[src/prs_defs.svh]
// Constants of the pixel rate meter, link status and pin zero register slice.
// Assumes an 8-bit register port and a 250 MHz core clock.
`ifndef PRS_DEFS_SVH
`define PRS_DEFS_SVH

// ****************************************************************
// Register offsets
// ****************************************************************
`define PRS_OFS_METER      8'h1b
`define PRS_OFS_STATUS     8'h1c
`define PRS_OFS_PIN_ZERO   8'h1d
`define PRS_OFS_PINS_12    8'h1e

// ****************************************************************
// Reset values and tally limit
// ****************************************************************
`define PRS_RST_METER      8'h00
`define PRS_RST_PINS_12    8'h00
`define PRS_RST_PIN_CFG    4'h0
`define PRS_TALLY_MAX      8'hff

// ****************************************************************
// Field positions
// ****************************************************************
`define PRS_STS_LOCK       0
`define PRS_STS_AUDIO      3
`define PRS_STS_DUAL       4
`define PRS_STS_ONE        5
`define PRS_REV_LSB        4

// Pin mode codes, {direction, function select}
`define PRS_MODE_FUNC      2'h0
`define PRS_MODE_OUT       2'h1
`define PRS_MODE_TRI       2'h2
`define PRS_MODE_IN        2'h3

// ****************************************************************
// Timing
// ****************************************************************
`define PRS_CLK_PERIOD_NS  4
`define PRS_OSC_PERIOD_NS  40
`define PRS_OSC_CYCLES \
  ((`PRS_OSC_PERIOD_NS + `PRS_CLK_PERIOD_NS - 1) / `PRS_CLK_PERIOD_NS)
`define PRS_OSC_CNT_W      4

`endif

[src/prs_pkg.sv]
// Types shared by the pixel rate, status and pin zero register slice.
// Assumes prs_defs.svh is on the include path.
`default_nettype none
`include "prs_defs.svh"

package prs_pkg;

  typedef struct packed {
    logic [7:0] addr;
    logic [7:0] wdata;
    logic       wr;
    logic       rd;
  } prs_bus_req_t;

  typedef struct packed {
    logic lock_a;
    logic lock_b;
    logic two_lane_receive_flag;
    logic audio_pll_lock;
  } prs_link_sts_t;

  typedef struct packed {
    logic dir;
    logic en;
    logic val;
  } prs_global_pin_t;

  typedef struct packed {
    logic pin_zero_local_value;
    logic pin_zero_far_control;
    logic pin_zero_direction;
    logic pin_zero_function_select;
  } prs_pin_cfg_t;

  typedef struct packed {
    logic                        win_on;
    logic [`PRS_OSC_CNT_W-1:0]   osc_cnt;
    logic [7:0]                  per_left;
    logic [7:0]                  tally;
    logic                        pix_prev;
    prs_pin_cfg_t [1:0]          pin_cfg;
    logic [7:0]                  pins12;
    logic [7:0]                  rdata;
    logic [1:0]                  pin_out;
    logic [1:0]                  pin_oe_n;
  } prs_state_t;

endpackage
`default_nettype wire

[src/prs_regs.sv]
// Pixel rate meter, link status summary and pin zero setup registers.
// Assumes a synchronous 8-bit register port and inputs synchronous to
// core_clk; the pixel clock arrives as a sampled level.
`timescale 1ns/100ps
`default_nettype none
`include "prs_defs.svh"

module prs_regs #(
  parameter logic [3:0] REVISION = 4'h9  // Arbitrary value
) (
  // Clock and reset
  input  wire logic                      core_clk,
  input  wire logic                      arst_n,
  // Register port
  input  wire prs_pkg::prs_bus_req_t     bus_req,
  output logic [7:0]                     bus_rdata,
  // Timing references and link state
  input  wire logic                      pix_clk_level,
  input  wire prs_pkg::prs_link_sts_t    link_sts,
  // Pin control
  input  wire logic                      second_port_select,
  input  wire prs_pkg::prs_global_pin_t  global_pin,
  input  wire logic [1:0]                func_out,
  input  wire logic [1:0]                far_value,
  output logic [1:0]                     pin_out,
  output logic [1:0]                     pin_oe_n,
  // Other state
  output logic [7:0]                     pins_one_two_cfg,
  output logic                           meter_busy
);

  // ****************************************************************
  // Constants and helpers
  // ****************************************************************
  localparam logic [`PRS_OSC_CNT_W-1:0] osc_last =
    `PRS_OSC_CNT_W'(`PRS_OSC_CYCLES - 1);

  prs_pkg::prs_state_t s_q;
  prs_pkg::prs_state_t s_d;
  logic                edge_seen;
  logic                lock_all;
  logic                wr_meter;
  logic                wr_pin;
  logic [7:0]          status_byte;
  logic [1:0]          drv0;
  logic [1:0]          drv1;

  // Returns {oe_n, out} for one pin
  function automatic logic [1:0] pin_drive(
    input prs_pkg::prs_pin_cfg_t    c,
    input prs_pkg::prs_global_pin_t g,
    input logic                     func_v,
    input logic                     far_v
  );
    logic [1:0] code;
    logic       v;
    logic [1:0] res;
    code = {c.pin_zero_direction, c.pin_zero_function_select};
    v    = c.pin_zero_local_value;
    // Global code only applies while the pin itself is left functional
    if (code == `PRS_MODE_FUNC &&
        {g.dir, g.en} != `PRS_MODE_FUNC) begin
      code = {g.dir, g.en};
      v    = g.val;
    end
    unique case (code)
      `PRS_MODE_FUNC: res = {1'b0, func_v};
      `PRS_MODE_OUT:  res = {1'b0, v};
      `PRS_MODE_TRI,
      `PRS_MODE_IN:   res = {1'b1, 1'b0};
    endcase
    if (c.pin_zero_far_control) begin
      res = {1'b0, far_v};
    end
    return res;
  endfunction

  assign edge_seen = pix_clk_level ^ s_q.pix_prev;
  assign lock_all  = link_sts.two_lane_receive_flag ?
                     (link_sts.lock_a & link_sts.lock_b) :
                     link_sts.lock_a;
  assign wr_meter  = bus_req.wr && bus_req.addr == `PRS_OFS_METER;
  assign wr_pin    = bus_req.wr && bus_req.addr == `PRS_OFS_PIN_ZERO;
  assign drv0      = pin_drive(s_q.pin_cfg[0], global_pin,
                               func_out[0], far_value[0]);
  assign drv1      = pin_drive(s_q.pin_cfg[1], global_pin,
                               func_out[1], far_value[1]);

  always_comb begin
    status_byte = 8'h00;
    status_byte[`PRS_STS_ONE]   = 1'b1;
    status_byte[`PRS_STS_DUAL]  = link_sts.two_lane_receive_flag;
    status_byte[`PRS_STS_AUDIO] = link_sts.audio_pll_lock;
    status_byte[`PRS_STS_LOCK]  = lock_all;
  end

  // ****************************************************************
  // Next state
  // ****************************************************************
  always_comb begin
    s_d          = s_q;
    s_d.pix_prev = pix_clk_level;

    // Window timing; the oscillator tick is a divided enable
    if (s_q.win_on) begin
      if (edge_seen && s_q.tally != `PRS_TALLY_MAX) begin
        s_d.tally = s_q.tally + 8'h01;
      end
      if (s_q.osc_cnt == osc_last) begin
        s_d.osc_cnt  = '0;
        s_d.per_left = s_q.per_left - 8'h01;
        if (s_q.per_left == 8'h01) begin
          s_d.win_on = 1'b0;
        end
      end else begin
        s_d.osc_cnt = s_q.osc_cnt + `PRS_OSC_CNT_W'(1);
      end
    end

    // A write restarts the window even if one is running
    if (wr_meter) begin
      s_d.tally    = `PRS_RST_METER;
      s_d.osc_cnt  = '0;
      s_d.per_left = bus_req.wdata;
      s_d.win_on   = bus_req.wdata != 8'h00;
    end

    if (wr_pin) begin
      s_d.pin_cfg[second_port_select] = bus_req.wdata[3:0];
    end
    if (bus_req.wr && bus_req.addr == `PRS_OFS_PINS_12) begin
      s_d.pins12 = bus_req.wdata;
    end

    // Read data valid only in the cycle after the strobe
    s_d.rdata = 8'h00;
    if (bus_req.rd) begin
      unique case (bus_req.addr)
        `PRS_OFS_METER:    s_d.rdata = s_q.tally;
        `PRS_OFS_STATUS:   s_d.rdata = status_byte;
        `PRS_OFS_PIN_ZERO: begin
          s_d.rdata = {REVISION, s_q.pin_cfg[second_port_select]};
        end
        `PRS_OFS_PINS_12:  s_d.rdata = s_q.pins12;
        default:           s_d.rdata = 8'h00;
      endcase
    end

    s_d.pin_out  = {drv1[0], drv0[0]};
    s_d.pin_oe_n = {drv1[1], drv0[1]};
  end

  always_ff @(posedge core_clk or negedge arst_n) begin
    if (!arst_n) begin
      s_q          <= '0;
      s_q.tally    <= `PRS_RST_METER;
      s_q.pins12   <= `PRS_RST_PINS_12;
      s_q.pin_cfg  <= {`PRS_RST_PIN_CFG, `PRS_RST_PIN_CFG};
      s_q.pin_oe_n <= 2'b11;
    end else begin
      s_q <= s_d;
    end
  end

  assign bus_rdata        = s_q.rdata;
  assign pin_out          = s_q.pin_out;
  assign pin_oe_n         = s_q.pin_oe_n;
  assign pins_one_two_cfg = s_q.pins12;
  assign meter_busy       = s_q.win_on;

  // ****************************************************************
  // Checks
  // ****************************************************************
  // Helper: length and elapsed cycles of the current window
  logic [7:0]  chk_len_q;
  logic [11:0] chk_cyc_q;

  always_ff @(posedge core_clk or negedge arst_n) begin
    if (!arst_n) begin
      chk_len_q <= 8'h00;
      chk_cyc_q <= 12'h000;
    end else if (wr_meter) begin
      chk_len_q <= bus_req.wdata;
      chk_cyc_q <= 12'h000;
    end else if (s_q.win_on) begin
      chk_cyc_q <= chk_cyc_q + 12'h001;
    end
  end
endmodule // prs_regs
`default_nettype wire

[config.mk]
export PLATFORM = sky130hd
export DESIGN_NAME = prs_regs
export DESIGN_NICKNAME = d
export VERILOG_FILES = /design/src/prs_pkg.sv /design/src/prs_regs.sv
export VERILOG_INCLUDE_DIRS = /design/src
export SDC_FILE = /design/constraint.sdc
export NUM_CORES = 1
export LEC_CHECK = 0
export BUFFER_PORTS_ARGS = -buffer_cell sky130_fd_sc_hd__buf_2
export CAP_MARGIN = 10
export CORE_MARGIN = 2
export CORE_UTILIZATION = 38
export CTS_CLUSTER_SIZE = 8
export DETAILED_ROUTE_END_ITERATION = 6
export SETUP_SLACK_MARGIN = 0.2
export SLEW_MARGIN = 15
export SYNTH_ARGS = -nofsm -noshare
export SYNTH_HDL_FRONTEND = slang
export SYNTH_SLANG_ARGS = --single-unit
[constraint.sdc]
create_clock -name core_clk -period 2.4 [get_ports core_clk]
set_clock_uncertainty 0.1 [all_clocks]
set_input_delay 0.24 -clock core_clk [delete_from_list [all_inputs] [get_ports core_clk]]
set_output_delay 0.24 -clock core_clk [all_outputs]
set_load 0.03 [all_outputs]
After elaboration in Yosys (flattened, before gate mapping)
Cells that the tools add are included.
- register bits: 50
- input bits: 33
- output and inout port bits: 21
- add/subtract/negate cells: 3
- $lt $le $gt $ge: 2
- equal/unequal tests: 13
- multiplexer cells: 23
- bitwise logic cells: 2
- reductions and logical operators: 20
- operator list (operator ; number):
    2-to-1 mux 21 bit ; 2
    == test 8 x 5 -> 1 bit, second input constant ; 4
    one-hot mux 8 bit (4 select lines) ; 1
    2-to-1 mux 8 bit ; 3
    2-to-1 mux 4 bit ; 4
    one-hot mux 2 bit (3 select lines) ; 2
    adder 8 x 1 -> 8 bit, second input constant ; 1
    bitwise mux 8 bit ; 1
    == test 2 bit, second input constant ; 4
    == test 8 x 1 -> 1 bit, second input constant ; 1
    zero test 2 bit ; 4
    2-to-1 mux 2 bit ; 4
    != test 8 bit, second input constant ; 1
    nonzero test 2 bit ; 4
    nonzero test 8 bit ; 1
    subtractor 8 x 1 -> 8 bit, second input constant ; 1
    logical AND 1 bit ; 7
    2-to-1 mux 1 bit ; 5
    adder 4 x 1 -> 4 bit, second input constant ; 1
    demux 4 bit (select 1 bit) ; 1
    == test 2 x 1 -> 1 bit, second input constant ; 2
    == test 4 bit, second input constant ; 1
    AND reduction 2 bit ; 2
    OR reduction 2 bit ; 2
    4 further kinds ; 4

Logic depth before layout (Yosys ltp)
Gate-level depths: netlist of the first run.
- word-level depth: 7
- gate-level depth with buffers: 7

Worst setup path after synthesis of the first run
Ideal clock, no wire load.
- path type: register to register
- start point: reg s_q (netlist bit meter_busy)
- end point: reg s_q[42] (netlist bit)
- setup time: 0.127 ns
- arrival: 1.356 ns
- required time: 2.173 ns
- path slack: 0.817 ns
- stages on the path, launching flop included: 6
- buffers on the path: 1
- clock period less this slack: 1.583 ns
- cells stage by stage: dfrtp_1 > and4b_1 > buf_2 > nand4b_1 > a211oi_1 > a21oi_1
- longest elaborated chain between the ends: 2
- ends and longest elaborated chain (what ; line ; source):
    from (decl) ; prs_regs.sv:38 ; prs_pkg::prs_state_t s_q;
    nonzero test 2 bit (no line) ; n/a ;
    AND reduction 2 bit (no line) ; n/a ;
Every way passes these cells.
A chain may end at the register's enable or synchronous reset.

Worst setup path in the final report of the first run
- start point: reg s_q[46] (netlist bit)
- end point: reg s_q[44] (netlist bit)
- longest elaborated chain between the ends: 3
- ends and longest elaborated chain (what ; line ; source):
    == test 4 bit ; prs_regs.sv:109 ; if (s_q.osc_cnt == osc_last) begin
    nonzero test 2 bit (no line) ; n/a ;
    AND reduction 2 bit (no line) ; n/a ;
Every way passes these cells.

==> impl_metrics.py, run 1 <==
metrics = {
    "outcome": {
        "run_status": "complete, no violations",
    },
    "sta": {
        "hold_violations": 0,
        "timing.hold.ws_ns": 0.03643,
        "post-route-period-util": 0.7462,
        "maxSlewHeadroom": 0.5895,
        "fin_setup_tns_ns": 0,
        "slew_violations": 0,
        "rsz0062_at_grt": "no",
        "min_period_ns": 1.791,
        "finalSetupViolCount": 0,
        "fmaxAchievable_ghz": 0.5584,
        "worst_pin_slew_ns": 0.6158,
    },
    "final_layout": {
        "antenna_cells": 0,
        "layout_commonest_cell": "buf_2",
        "final_cell_mix": "53 x buf_2, 48 x dfrtp_1, 24 x nand2_1",
        "finalNetCount": 350,
        "final.fill_count": 753,
        "area_growth_pct": 11.73,
        "layout-drive-gt1-share": 0.3099,
    },
    "power_and_ir_drop": {
        "comb_power_share": 0.234,
        "power_frac_seq": 0.501,
        "intPower_mw": 1.535,
        "clock_power_share": 0.265,
        "ir_worst_vdd_mv": 0.4320,
        "power_density_nw_per_um2": 718.2,
        "p_leak_nw": 1.484,
        "sw_frac_of_total": 0.3235,
        "switchingPower_mw": 0.7340,
    },
    "critical_path": {
        "crit_chain": "inv_1 > ha_1 > and4b_1 > nand4b_1 > xor2_1 > o21ai_0",
        "path_buf_inv": 1,
        "ff2ff_setup_slack_ns": 0.61,
        "r2r_cells": 6,
        "crit_arrival_ns": 1.91,
        "critical_path_class": "reg2reg",
        "required_ns": 2.52,
        "slowest_stage": "dfrtp_1",
        "start_kind": "flop",
        "cp-end-kind": "flop",
        "crit_family": "simple AND/OR/NAND/NOR gates",
        "cpPeakStageDelay_ns": 0.43,
        "worstReg2RegStart": "s_q[46]",
        "worstReg2RegEnd": "s_q[44]",
        "path_max_fanout": 9,
    },
    "synth": {
        "ys_seq_area_frac": 0.4434,
        "syn-num-nets": 316,
        "synth_edf_count": 0,
        "synth.distinct_cells": 51,
        "avgSynthCellArea_sq_um": 10.17,
        "ys_warn_count": 0,
        "netlist_instances": 278,
        "synth_flop_cell": "dfrtp_1",
        "synth_async_sr_flop_share": 1.000,
        "synth_area_sq_um": 2828,
        "ys_ff_latch": 50,
    },
    "floorplanning": {
        "num_io_pins": 54,
        "core_sq_um": 7214,
        "dieArea_sq_um": 8148,
        "chipWidth_microns": 90.27,
        "die_y_microns": 90.27,
        "start_util": 0.3920,
        "rows": 31,
    },
    "grt": {
        "grt_usage": 0.1459,
        "grt_pass1_vias": 1960,
        "antenna_found_initial": 0,
        "grt_max_degree": 51,
        "grt_overflow": 0,
        "grt_pass1_wl_mm": 9.694,
    },
    "clock_tree": {
        "cts_tree": "yes",
        "cts.sinks": 50,
        "path_clk_slew_ns": 0.10,
        "clock-root-buffer": "clkbuf_8",
        "numCtsBuffers": 5,
        "clock_latency_ns": 0.30,
        "clk_path_buf_depth": 2,
        "h-tree-depth": 2,
        "cts_setup_buffers": 0,
    },
    "place": {
        "gp_congestion": 0.8053,
        "dp_hpwl_mm": 4.378,
        "port_buffers": 53,
    },
    "hold_path": {
        "hold_path_class": "in2reg",
        "min_path_cells": 3,
        "worstHoldStart": "far_value[0]",
        "hold-path-endpoint": "pin_out[0]",
    },
    "drt": {
        "drc_errors": 0,
        "routed_wl_mm": 5.833,
        "dr_total_vias": 2095,
        "viasPerCell": 5.085,
        "drtIter0Drc": 128,
        "final_antenna_net_count": 0,
        "dr.pass1.iters": 4,
        "routedWlPerCell_microns": 14.16,
    },
    "job": {
        "drv_cap": 0,
    },
}
-- Yosys cell counts, drive strengths merged (2+ instances only) --
cell | count | area share
a22o | 3 | 0.0093
o31ai | 2 | 0.0053
and3 | 3 | 0.0071
and4b | 3 | 0.012
clkbuf | 3 | 0.0044
mux2i | 7 | 0.025
and2 | 2 | 0.0044
xor2 | 7 | 0.024
o21ai | 15 | 0.027
mux2 | 18 | 0.072
nand4 | 7 | 0.020
nor2b | 5 | 0.016
nand2 | 24 | 0.032
dfrtp | 48 | 0.42
o211ai | 2 | 0.010
a21oi | 17 | 0.031
a211oi | 3 | 0.0080
ha | 5 | 0.022
a32oi | 3 | 0.0093
or3 | 2 | 0.0044
nand2b | 3 | 0.0066
and4bb | 2 | 0.0088
nor2 | 17 | 0.023
a21o | 3 | 0.0080
dfstp | 2 | 0.019
nand4b | 3 | 0.0093
nand3b | 3 | 0.0080
nor3 | 5 | 0.0088
nor4 | 3 | 0.0066
nand3 | 10 | 0.018
buf | 29 | 0.074
inv | 8 | 0.011
xnor2 | 2 | 0.0062
and4 | 3 | 0.010
-- power by group through the flow --
stage	registers [mW]	clock network [mW]	logic (mW)
5_1_grt	1.16	0.658	0.611
4_1_cts	1.14	0.610	0.538
6_report	1.14	0.601	0.531
3_5_place_dp	1.15	0	0.534
2_1_floorplan	1.11	0	0.411
3_3_place_gp	1.15	0	0.521
-- state kept, by name, indices dropped and copies added (netlist names) --
| name | cells |
|---|---|
| pin_oe_n | 2 |
| pins_one_two_cfg | 8 |
| bus_rdata | 8 |
| pin_out | 2 |
| s_q | 29 |
| meter_busy | 1 |
-- routing by layer --
metal  vias up  share of wire  track usage  wire length, microns
li1       1043              -            -                     -
met1      1011           0.48       0.2042                  2817
met2        39           0.47       0.2331                  2753
met3         2          0.038      0.02588                   220
met4         0         0.0070      0.04231                    41
met5         -              0            0                     0
-- cells by family after synthesis --
kind of cell | synth area share
XOR/XNOR | 0.03053
flip-flops | 0.4434
AO/OA/AOI/OAI | 0.1208
buffers and inverters | 0.08894
multiplexers | 0.09646
adder cells (fa/ha/maj) | 0.02212
AND/OR/NAND/NOR | 0.1978
-- worst reg2reg max path: stages, from the launching register on --
cell and delay, ns:
dfrtp_1 0.43, inv_1 0.07, ha_1 0.18, and4b_1 0.43, nand4b_1 0.17, xor2_1 0.19
o21ai_0 0.15
-- what timing repair did --
item / 4_1_cts / 5_1_grt
endpoints found under the hold margin: 49 / 0
hold buffers: 2 / 0
resized for setup: 0 / 0
-- stage by stage --
| stage | power [mW] | utilization | instance area, sq um | std cells | setup WS [ns] |
|---|---|---|---|---|---|
| 4_1_cts | 2.285 | 0.4379 | 3159 | 412 | 0.6236 |
| 5_1_grt | 2.432 | 0.4379 | 3159 | 412 | 0.4534 |
| 2_1_floorplan | 1.518 | - | 2828 | 278 | 0.8167 |
| 3_5_place_dp | 1.688 | 0.4194 | 3025 | 402 | 0.6526 |
| 6_report | 2.269 | 0.4379 | 3159 | 412 | 0.6091 |
| 3_3_place_gp | 1.669 | 0.4194 | 3025 | 402 | 0.6888 |
-- worst max path at each step --
stage / startpoint / to / slack (ns) / cells after the start
after detailed placement: s_q[46] / s_q[44] / 0.65 / 6
after global routing: s_q[46] / s_q[44] / 0.45 / 6
final: s_q[46] / s_q[44] / 0.61 / 6
after floorplan: meter_busy / s_q[42] / 0.82 / 5
after global placement: bus_req[15] / s_q[22] / 0.69 / 5
after CTS: s_q[46] / s_q[44] / 0.62 / 6
-- layout make-up --
cell class	count	area (sq um)	share of cell area
flip-flops and latches	50	1254	0.3968
clock buffers	5	68.82	0.02178
clock inverters	3	45.04	0.01426
well taps	99	123.9	0.03921
repair buffers	59	315.3	0.09980
inverters	8	30.03	0.009505
multi-input cells	188	1323	0.4186
Power figures use the tool's default switching activity.
==> inputs of run 2 (changes only) <==
==> constraint.sdc (replaced) <==
create_clock -name core_clk -period 1.59 [get_ports core_clk]
set_clock_uncertainty 0.1 [all_clocks]
set_input_delay 0.159 -clock core_clk [delete_from_list [all_inputs] [get_ports core_clk]]
set_output_delay 0.159 -clock core_clk [all_outputs]
set_load 0.03 [all_outputs]
==> run 2 against run 1 <==
Final area up 9.3%. Sequential power up 48%. Count of clock-buffer cells in the layout up 1. Sequential share of layout area down 3.3 points. Critical path depth up 1. Utilization up 4.1 points. First-iteration DRC count down 1.6%. Critical endpoint is now s_q[40].
==> impl_metrics.py, run 2 (synthesis results as in run 1) <==
metrics = {
    "sta": {
        "min_period_ns": 1.541,
        "post-route-period-util": 0.9690,
        "worst_slack_ns": 0.04935,
        "rsz0062_at_grt": "yes",
        "maxSlewHeadroom": 0.6956,
        "timing.hold.ws_ns": 0.01688,
        "hold_violations": 0,
        "finalSetupViolCount": 0,
        "slew_violations": 0,
        "fmaxAchievable_ghz": 0.6491,
        "fin_setup_tns_ns": 0,
        "worst_pin_slew_ns": 0.4566,
    },
    "place": {
        "port_buffers": 53,
        "post-place-ws_ns": -0.02013,
        "gp_congestion": 0.8718,
        "dp_hpwl_mm": 4.818,
    },
    "critical_path": {
        "crit_chain": "inv_1 > ha_2 > and4b_2 > buf_6 > nand3b_1 > xor2_1 > o21ai_1",
        "required_ns": 1.73,
        "slowest_stage": "dfrtp_1",
        "critical_path_class": "reg2reg",
        "path_max_fanout": 5,
        "cpPeakStageDelay_ns": 0.38,
        "start_kind": "flop",
        "crit_arrival_ns": 1.68,
        "cp-end-kind": "flop",
    },
    "floorplanning": {
        "core_sq_um": 7214,
        "chipWidth_microns": 90.27,
        "num_io_pins": 54,
        "die_y_microns": 90.27,
        "rows": 31,
        "dieArea_sq_um": 8148,
        "start_util": 0.3920,
    },
    "final_layout": {
        "final_cell_mix": "52 x buf_2, 47 x dfrtp_1, 24 x nand2_1",
        "top_register": "s_q",
        "layout_commonest_cell": "buf_2",
        "finalNetCount": 378,
        "fin_util": 0.4787,
        "largest_reg_flops": 29,
        "layout-drive-gt1-share": 0.3871,
        "antenna_cells": 0,
        "area_growth_pct": 22.12,
        "final.fill_count": 716,
    },
    "drt": {
        "viasPerCell": 5.014,
        "routed_wl_mm": 6.244,
        "routedWlPerCell_microns": 14.19,
        "final_antenna_net_count": 0,
        "dr_total_vias": 2206,
        "dr.pass1.iters": 4,
        "drtIter0Drc": 126,
        "drc_errors": 0,
    },
    "job": {
        "drv_cap": 0,
    },
    "power_and_ir_drop": {
        "power_density_nw_per_um2": 1039,
        "p_leak_nw": 1.635,
        "power_mw": 3.590,
        "ir_worst_vdd_mv": 0.7910,
    },
    "clock_tree": {
        "clock_latency_ns": 0.31,
        "cts_tree": "yes",
        "clk_path_buf_depth": 2,
        "cts.sinks": 50,
        "clock-root-buffer": "clkbuf_8",
        "path_clk_slew_ns": 0.10,
        "numCtsBuffers": 5,
        "h-tree-depth": 2,
    },
    "grt": {
        "grt_pass1_wl_mm": 10.72,
        "antenna_found_initial": 0,
        "grt_overflow": 0,
        "grt_pass1_vias": 2198,
        "grt_max_degree": 25,
        "grt_usage": 0.1619,
    },
    "outcome": {
        "run_status": "complete, no violations",
    },
    "hold_path": {
        "hold_path_class": "in2reg",
    },
}
-- run 2: changes by cell type in the layout (fill, tap and decap cells not counted), sizes merged --
cell / before / now
buf: 57 / 80
clkinvlp: 2 / 0
clkbuf: 5 / 7
clkinv: 0 / 1
dlygate4sd3: 2 / 6
bufinv: 1 / 0
inv: 8 / 9
-- run 2: power by group --
group          internal (mW)  switching, mW  total [mW]
Clock                  0.314          0.423       0.738
Sequential              1.47          0.214        1.69
Combinational          0.613          0.553        1.17
Total                   2.40           1.19        3.59
-- run 2: worst paths after layout --
| kind | startpoint | to | slack, ns | cells past startpoint |
|---|---|---|---|---|
| max | s_q[46] | s_q[40] | 0.05 | 7 |
| min | bus_req[7] | s_q[42] | 0.02 | 3 |
| max reg2reg | s_q[46] | s_q[40] | 0.05 | 7 |
| min reg2reg | s_q[22] | pin_oe_n[0] | 0.39 | 1 |
| max in group asynchronous | arst_n | s_q[44] | 0.66 | 3 |
| min in group asynchronous | arst_n | s_q[48] | 0.23 | 2 |
-- run 2: worst max-delay path, delay by kind of cell (launching register included) --
| kind | cells | cell delay [ns] |
|---|---|---|
| simple gates | 2 | 0.39 |
| flops | 1 | 0.38 |
| buf+inv | 2 | 0.19 |
| fa+ha+maj | 1 | 0.17 |
| xor+xnor | 1 | 0.15 |
| compound gates | 1 | 0.11 |
-- run 2: stage by stage --
step / cells / instance area, sq um
4_1_cts: 439 / 3410
6_report: 440 / 3453
3_5_place_dp: 422 / 3209
5_1_grt: 440 / 3453
2_1_floorplan: 278 / 2859
3_3_place_gp: 422 / 3209
-- run 2: final cells by class --
cell class | count | area (sq um) | share of cell area
inverter | 8 | 30.03 | 0.008696
timing repair buffer | 87 | 569.3 | 0.1649
sequential | 50 | 1255 | 0.3634
tap | 99 | 123.9 | 0.03587
clock buffer | 6 | 72.57 | 0.02101
clock inverter | 2 | 13.76 | 0.003986
multi-input combinational | 188 | 1389 | 0.4022
-- run 2: timing repair --
item                                    in CTS  in global routing
endpoints found under the hold margin       20                  0
setup buffers                                3                  1
gates resized for setup                      7                 10
pin swaps                                    4                  9
hold buffers                                 6                  0
endpoints found under the setup margin      14                 20
-- run 2: per-layer routing --
metal	track usage	vias to the layer above	part of all wire
met5	0	-	0
met4	0.03846	0	0.012
met3	0.03673	7	0.041
met2	0.2669	42	0.48
met1	0.2178	1062	0.47
li1	-	1095	-
==> inputs of run 3 (changes only) <==
--- a/config.mk
+++ b/config.mk
@@ -8,10 +8,11 @@
 export LEC_CHECK = 0
 export BUFFER_PORTS_ARGS = -buffer_cell sky130_fd_sc_hd__buf_2
 export CAP_MARGIN = 10
-export CORE_MARGIN = 2
+export CORE_MARGIN = 8
 export CORE_UTILIZATION = 38
 export CTS_CLUSTER_SIZE = 8
 export DETAILED_ROUTE_END_ITERATION = 6
+export PLACE_DENSITY = 0.67
 export SETUP_SLACK_MARGIN = 0.2
 export SLEW_MARGIN = 15
 export SYNTH_ARGS = -nofsm -noshare
==> run 3 against run 2 <==
The run now ends with setup timing left. Global-route usage fell by 3.1 points. Wire length grew 9.8%. Setup slack worse by 0.058 ns. Clock power grew 9.5%. Critical path type unchanged. Register-to-register slack lost 0.06 ns. Non-clock buffer count increased by 4. Combinational power grew 15%. Largest power group unchanged. Fmax down 3.6%.
==> impl_metrics.py, run 3 (synthesis results as in run 1) <==
metrics = {
    "final_layout": {
        "final.fill_count": 681,
        "fin_util": 0.4925,
        "layout_commonest_cell": "buf_2",
        "final_cell_mix": "52 x buf_2, 46 x dfrtp_1, 28 x buf_4",
        "finalNetCount": 382,
        "largest_reg_flops": 29,
        "final_cell_area_sq_um": 3553,
        "top_register": "s_q",
        "layout-drive-gt1-share": 0.4348,
        "area_growth_pct": 25.66,
        "antenna_cells": 0,
    },
    "place": {
        "post-place-ws_ns": -0.02100,
        "dp_hpwl_mm": 4.892,
        "placed_cell_area_sq_um": 3187,
        "gp_congestion": 0.9094,
        "port_buffers": 53,
    },
    "clock_tree": {
        "cts.sinks": 50,
        "clock-root-buffer": "clkbuf_8",
        "path_clk_slew_ns": 0.10,
        "clk_path_buf_depth": 2,
        "cts_tree": "yes",
        "numCtsBuffers": 5,
        "clock_latency_ns": 0.31,
        "h-tree-depth": 2,
    },
    "power_and_ir_drop": {
        "power_frac_seq": 0.440,
        "sw_frac_of_total": 0.3468,
        "ir_worst_vdd_mv": 0.4922,
        "power_density_nw_per_um2": 1082,
        "p_leak_nw": 1.662,
        "power_mw": 3.844,
        "comb_power_share": 0.350,
        "clock_power_share": 0.210,
        "switchingPower_mw": 1.333,
        "intPower_mw": 2.511,
    },
    "floorplanning": {
        "core_sq_um": 7214,
        "chipWidth_microns": 102.3,
        "die_y_microns": 102.3,
        "rows": 31,
        "start_util": 0.3920,
        "dieArea_sq_um": 10460,
        "num_io_pins": 54,
    },
    "outcome": {
        "run_status": "finished with violations",
        "violations": "setup timing",
    },
    "grt": {
        "antenna_found_initial": 0,
        "grt_usage": 0.1308,
        "grt_pass1_vias": 2153,
        "grt_max_degree": 51,
        "grt_overflow": 0,
        "grt_pass1_wl_mm": 10.81,
    },
    "critical_path": {
        "crit_arrival_ns": 1.70,
        "cp-end-kind": "flop",
        "start_kind": "flop",
        "critical_path_class": "reg2reg",
        "required_ns": 1.69,
        "r2r_cells": 6,
        "path_max_fanout": 8,
    },
    "job": {
        "drv_cap": 0,
    },
    "drt": {
        "viasPerCell": 5.023,
        "final_antenna_net_count": 0,
        "drc_errors": 0,
        "routed_wl_mm": 6.856,
        "routedWlPerCell_microns": 15.44,
        "dr_total_vias": 2230,
        "dr.pass1.iters": 4,
        "drtIter0Drc": 114,
    },
    "sta": {
        "worst_slack_ns": -0.008468,
        "worst_pin_slew_ns": 0.3210,
        "post-route-period-util": 1.005,
        "fin_setup_tns_ns": -0.008468,
        "maxSlewHeadroom": 0.7854,
        "hold_violations": 0,
        "min_period_ns": 1.598,
        "fmaxAchievable_ghz": 0.6256,
        "rsz0062_at_grt": "yes",
        "finalSetupViolCount": 1,
        "slew_violations": 0,
    },
    "hold_path": {
        "hold_path_class": "in2reg",
        "min_path_cells": 3,
    },
}
[run 3: changes by cell type in the layout (fill, tap and decap cells not counted), sizes merged]
cell	delta
buf	+5
inv	+1
clkbuf	-1
dlygate4sd3	-1
[run 3: worst paths after layout]
check | startpoint | slack, ns | end
setup reg to reg | s_q[46] | -0.008 | s_q[42]
setup / recovery | s_q[46] | -0.008 | s_q[42]
max in group asynchronous | arst_n | 0.87 | pin_oe_n[1]
hold / removal | bus_req[6] | 0.01 | s_q[41]
hold reg to reg | s_q[26] | 0.39 | pin_oe_n[1]
min in group asynchronous | arst_n | 0.24 | bus_rdata[6]
[run 3: through the flow]
stage | std cells | hold slack [ns]
after detailed placement | 419 | 0.06839
after global placement | 419 | 0.06933
after CTS | 437 | 0.005821
final | 444 | 0.009707
after global routing | 444 | 0.005129
after floorplan | 278 | -0.2366
[run 3: critical path: stages, from the launching register on]
cell and delay, ns:
dfrtp_1 0.40, inv_2 0.07, ha_4 0.13, and4b_2 0.33, nand4b_1 0.15, a211oi_2 0.26
a21oi_1 0.06
[run 3: final cells by class]
cell class	instances	area (sq um)	share of cell area
multi-input cells	188	1453	0.4088
well taps	99	123.9	0.03486
clock buffers	5	68.82	0.01937
repair buffers	91	593.1	0.1669
flip-flops and latches	50	1256	0.3535
inverters	8	30.03	0.008451
clock inverters	3	28.78	0.008099
[run 3: per-layer routing]
metal	share of wire	global-route usage
met1	0.45	0.1700
met2	0.48	0.2124
met3	0.068	0.03270
met4	0.0082	0.03047
met5	0	0
[run 3: power groups by stage]
stage | Clock, mW | Combinational (mW) | Sequential [mW]
final | 0.808 | 1.34 | 1.69
after global routing | 0.889 | 1.49 | 1.72
after floorplan | 0 | 0.637 | 1.67
after CTS | 0.830 | 1.09 | 1.66
after global placement | 0 | 0.971 | 1.68
after detailed placement | 0 | 1.01 | 1.68
[run 3: what timing repair did]
item | in CTS | in global routing
gates resized for setup | 5 | 31
buffers inserted | 5 | 7
hold endpoints to repair | 54 | 0
pin swaps | 6 | 19
hold buffers | 5 | 0
endpoints found under the setup margin | 15 | 20
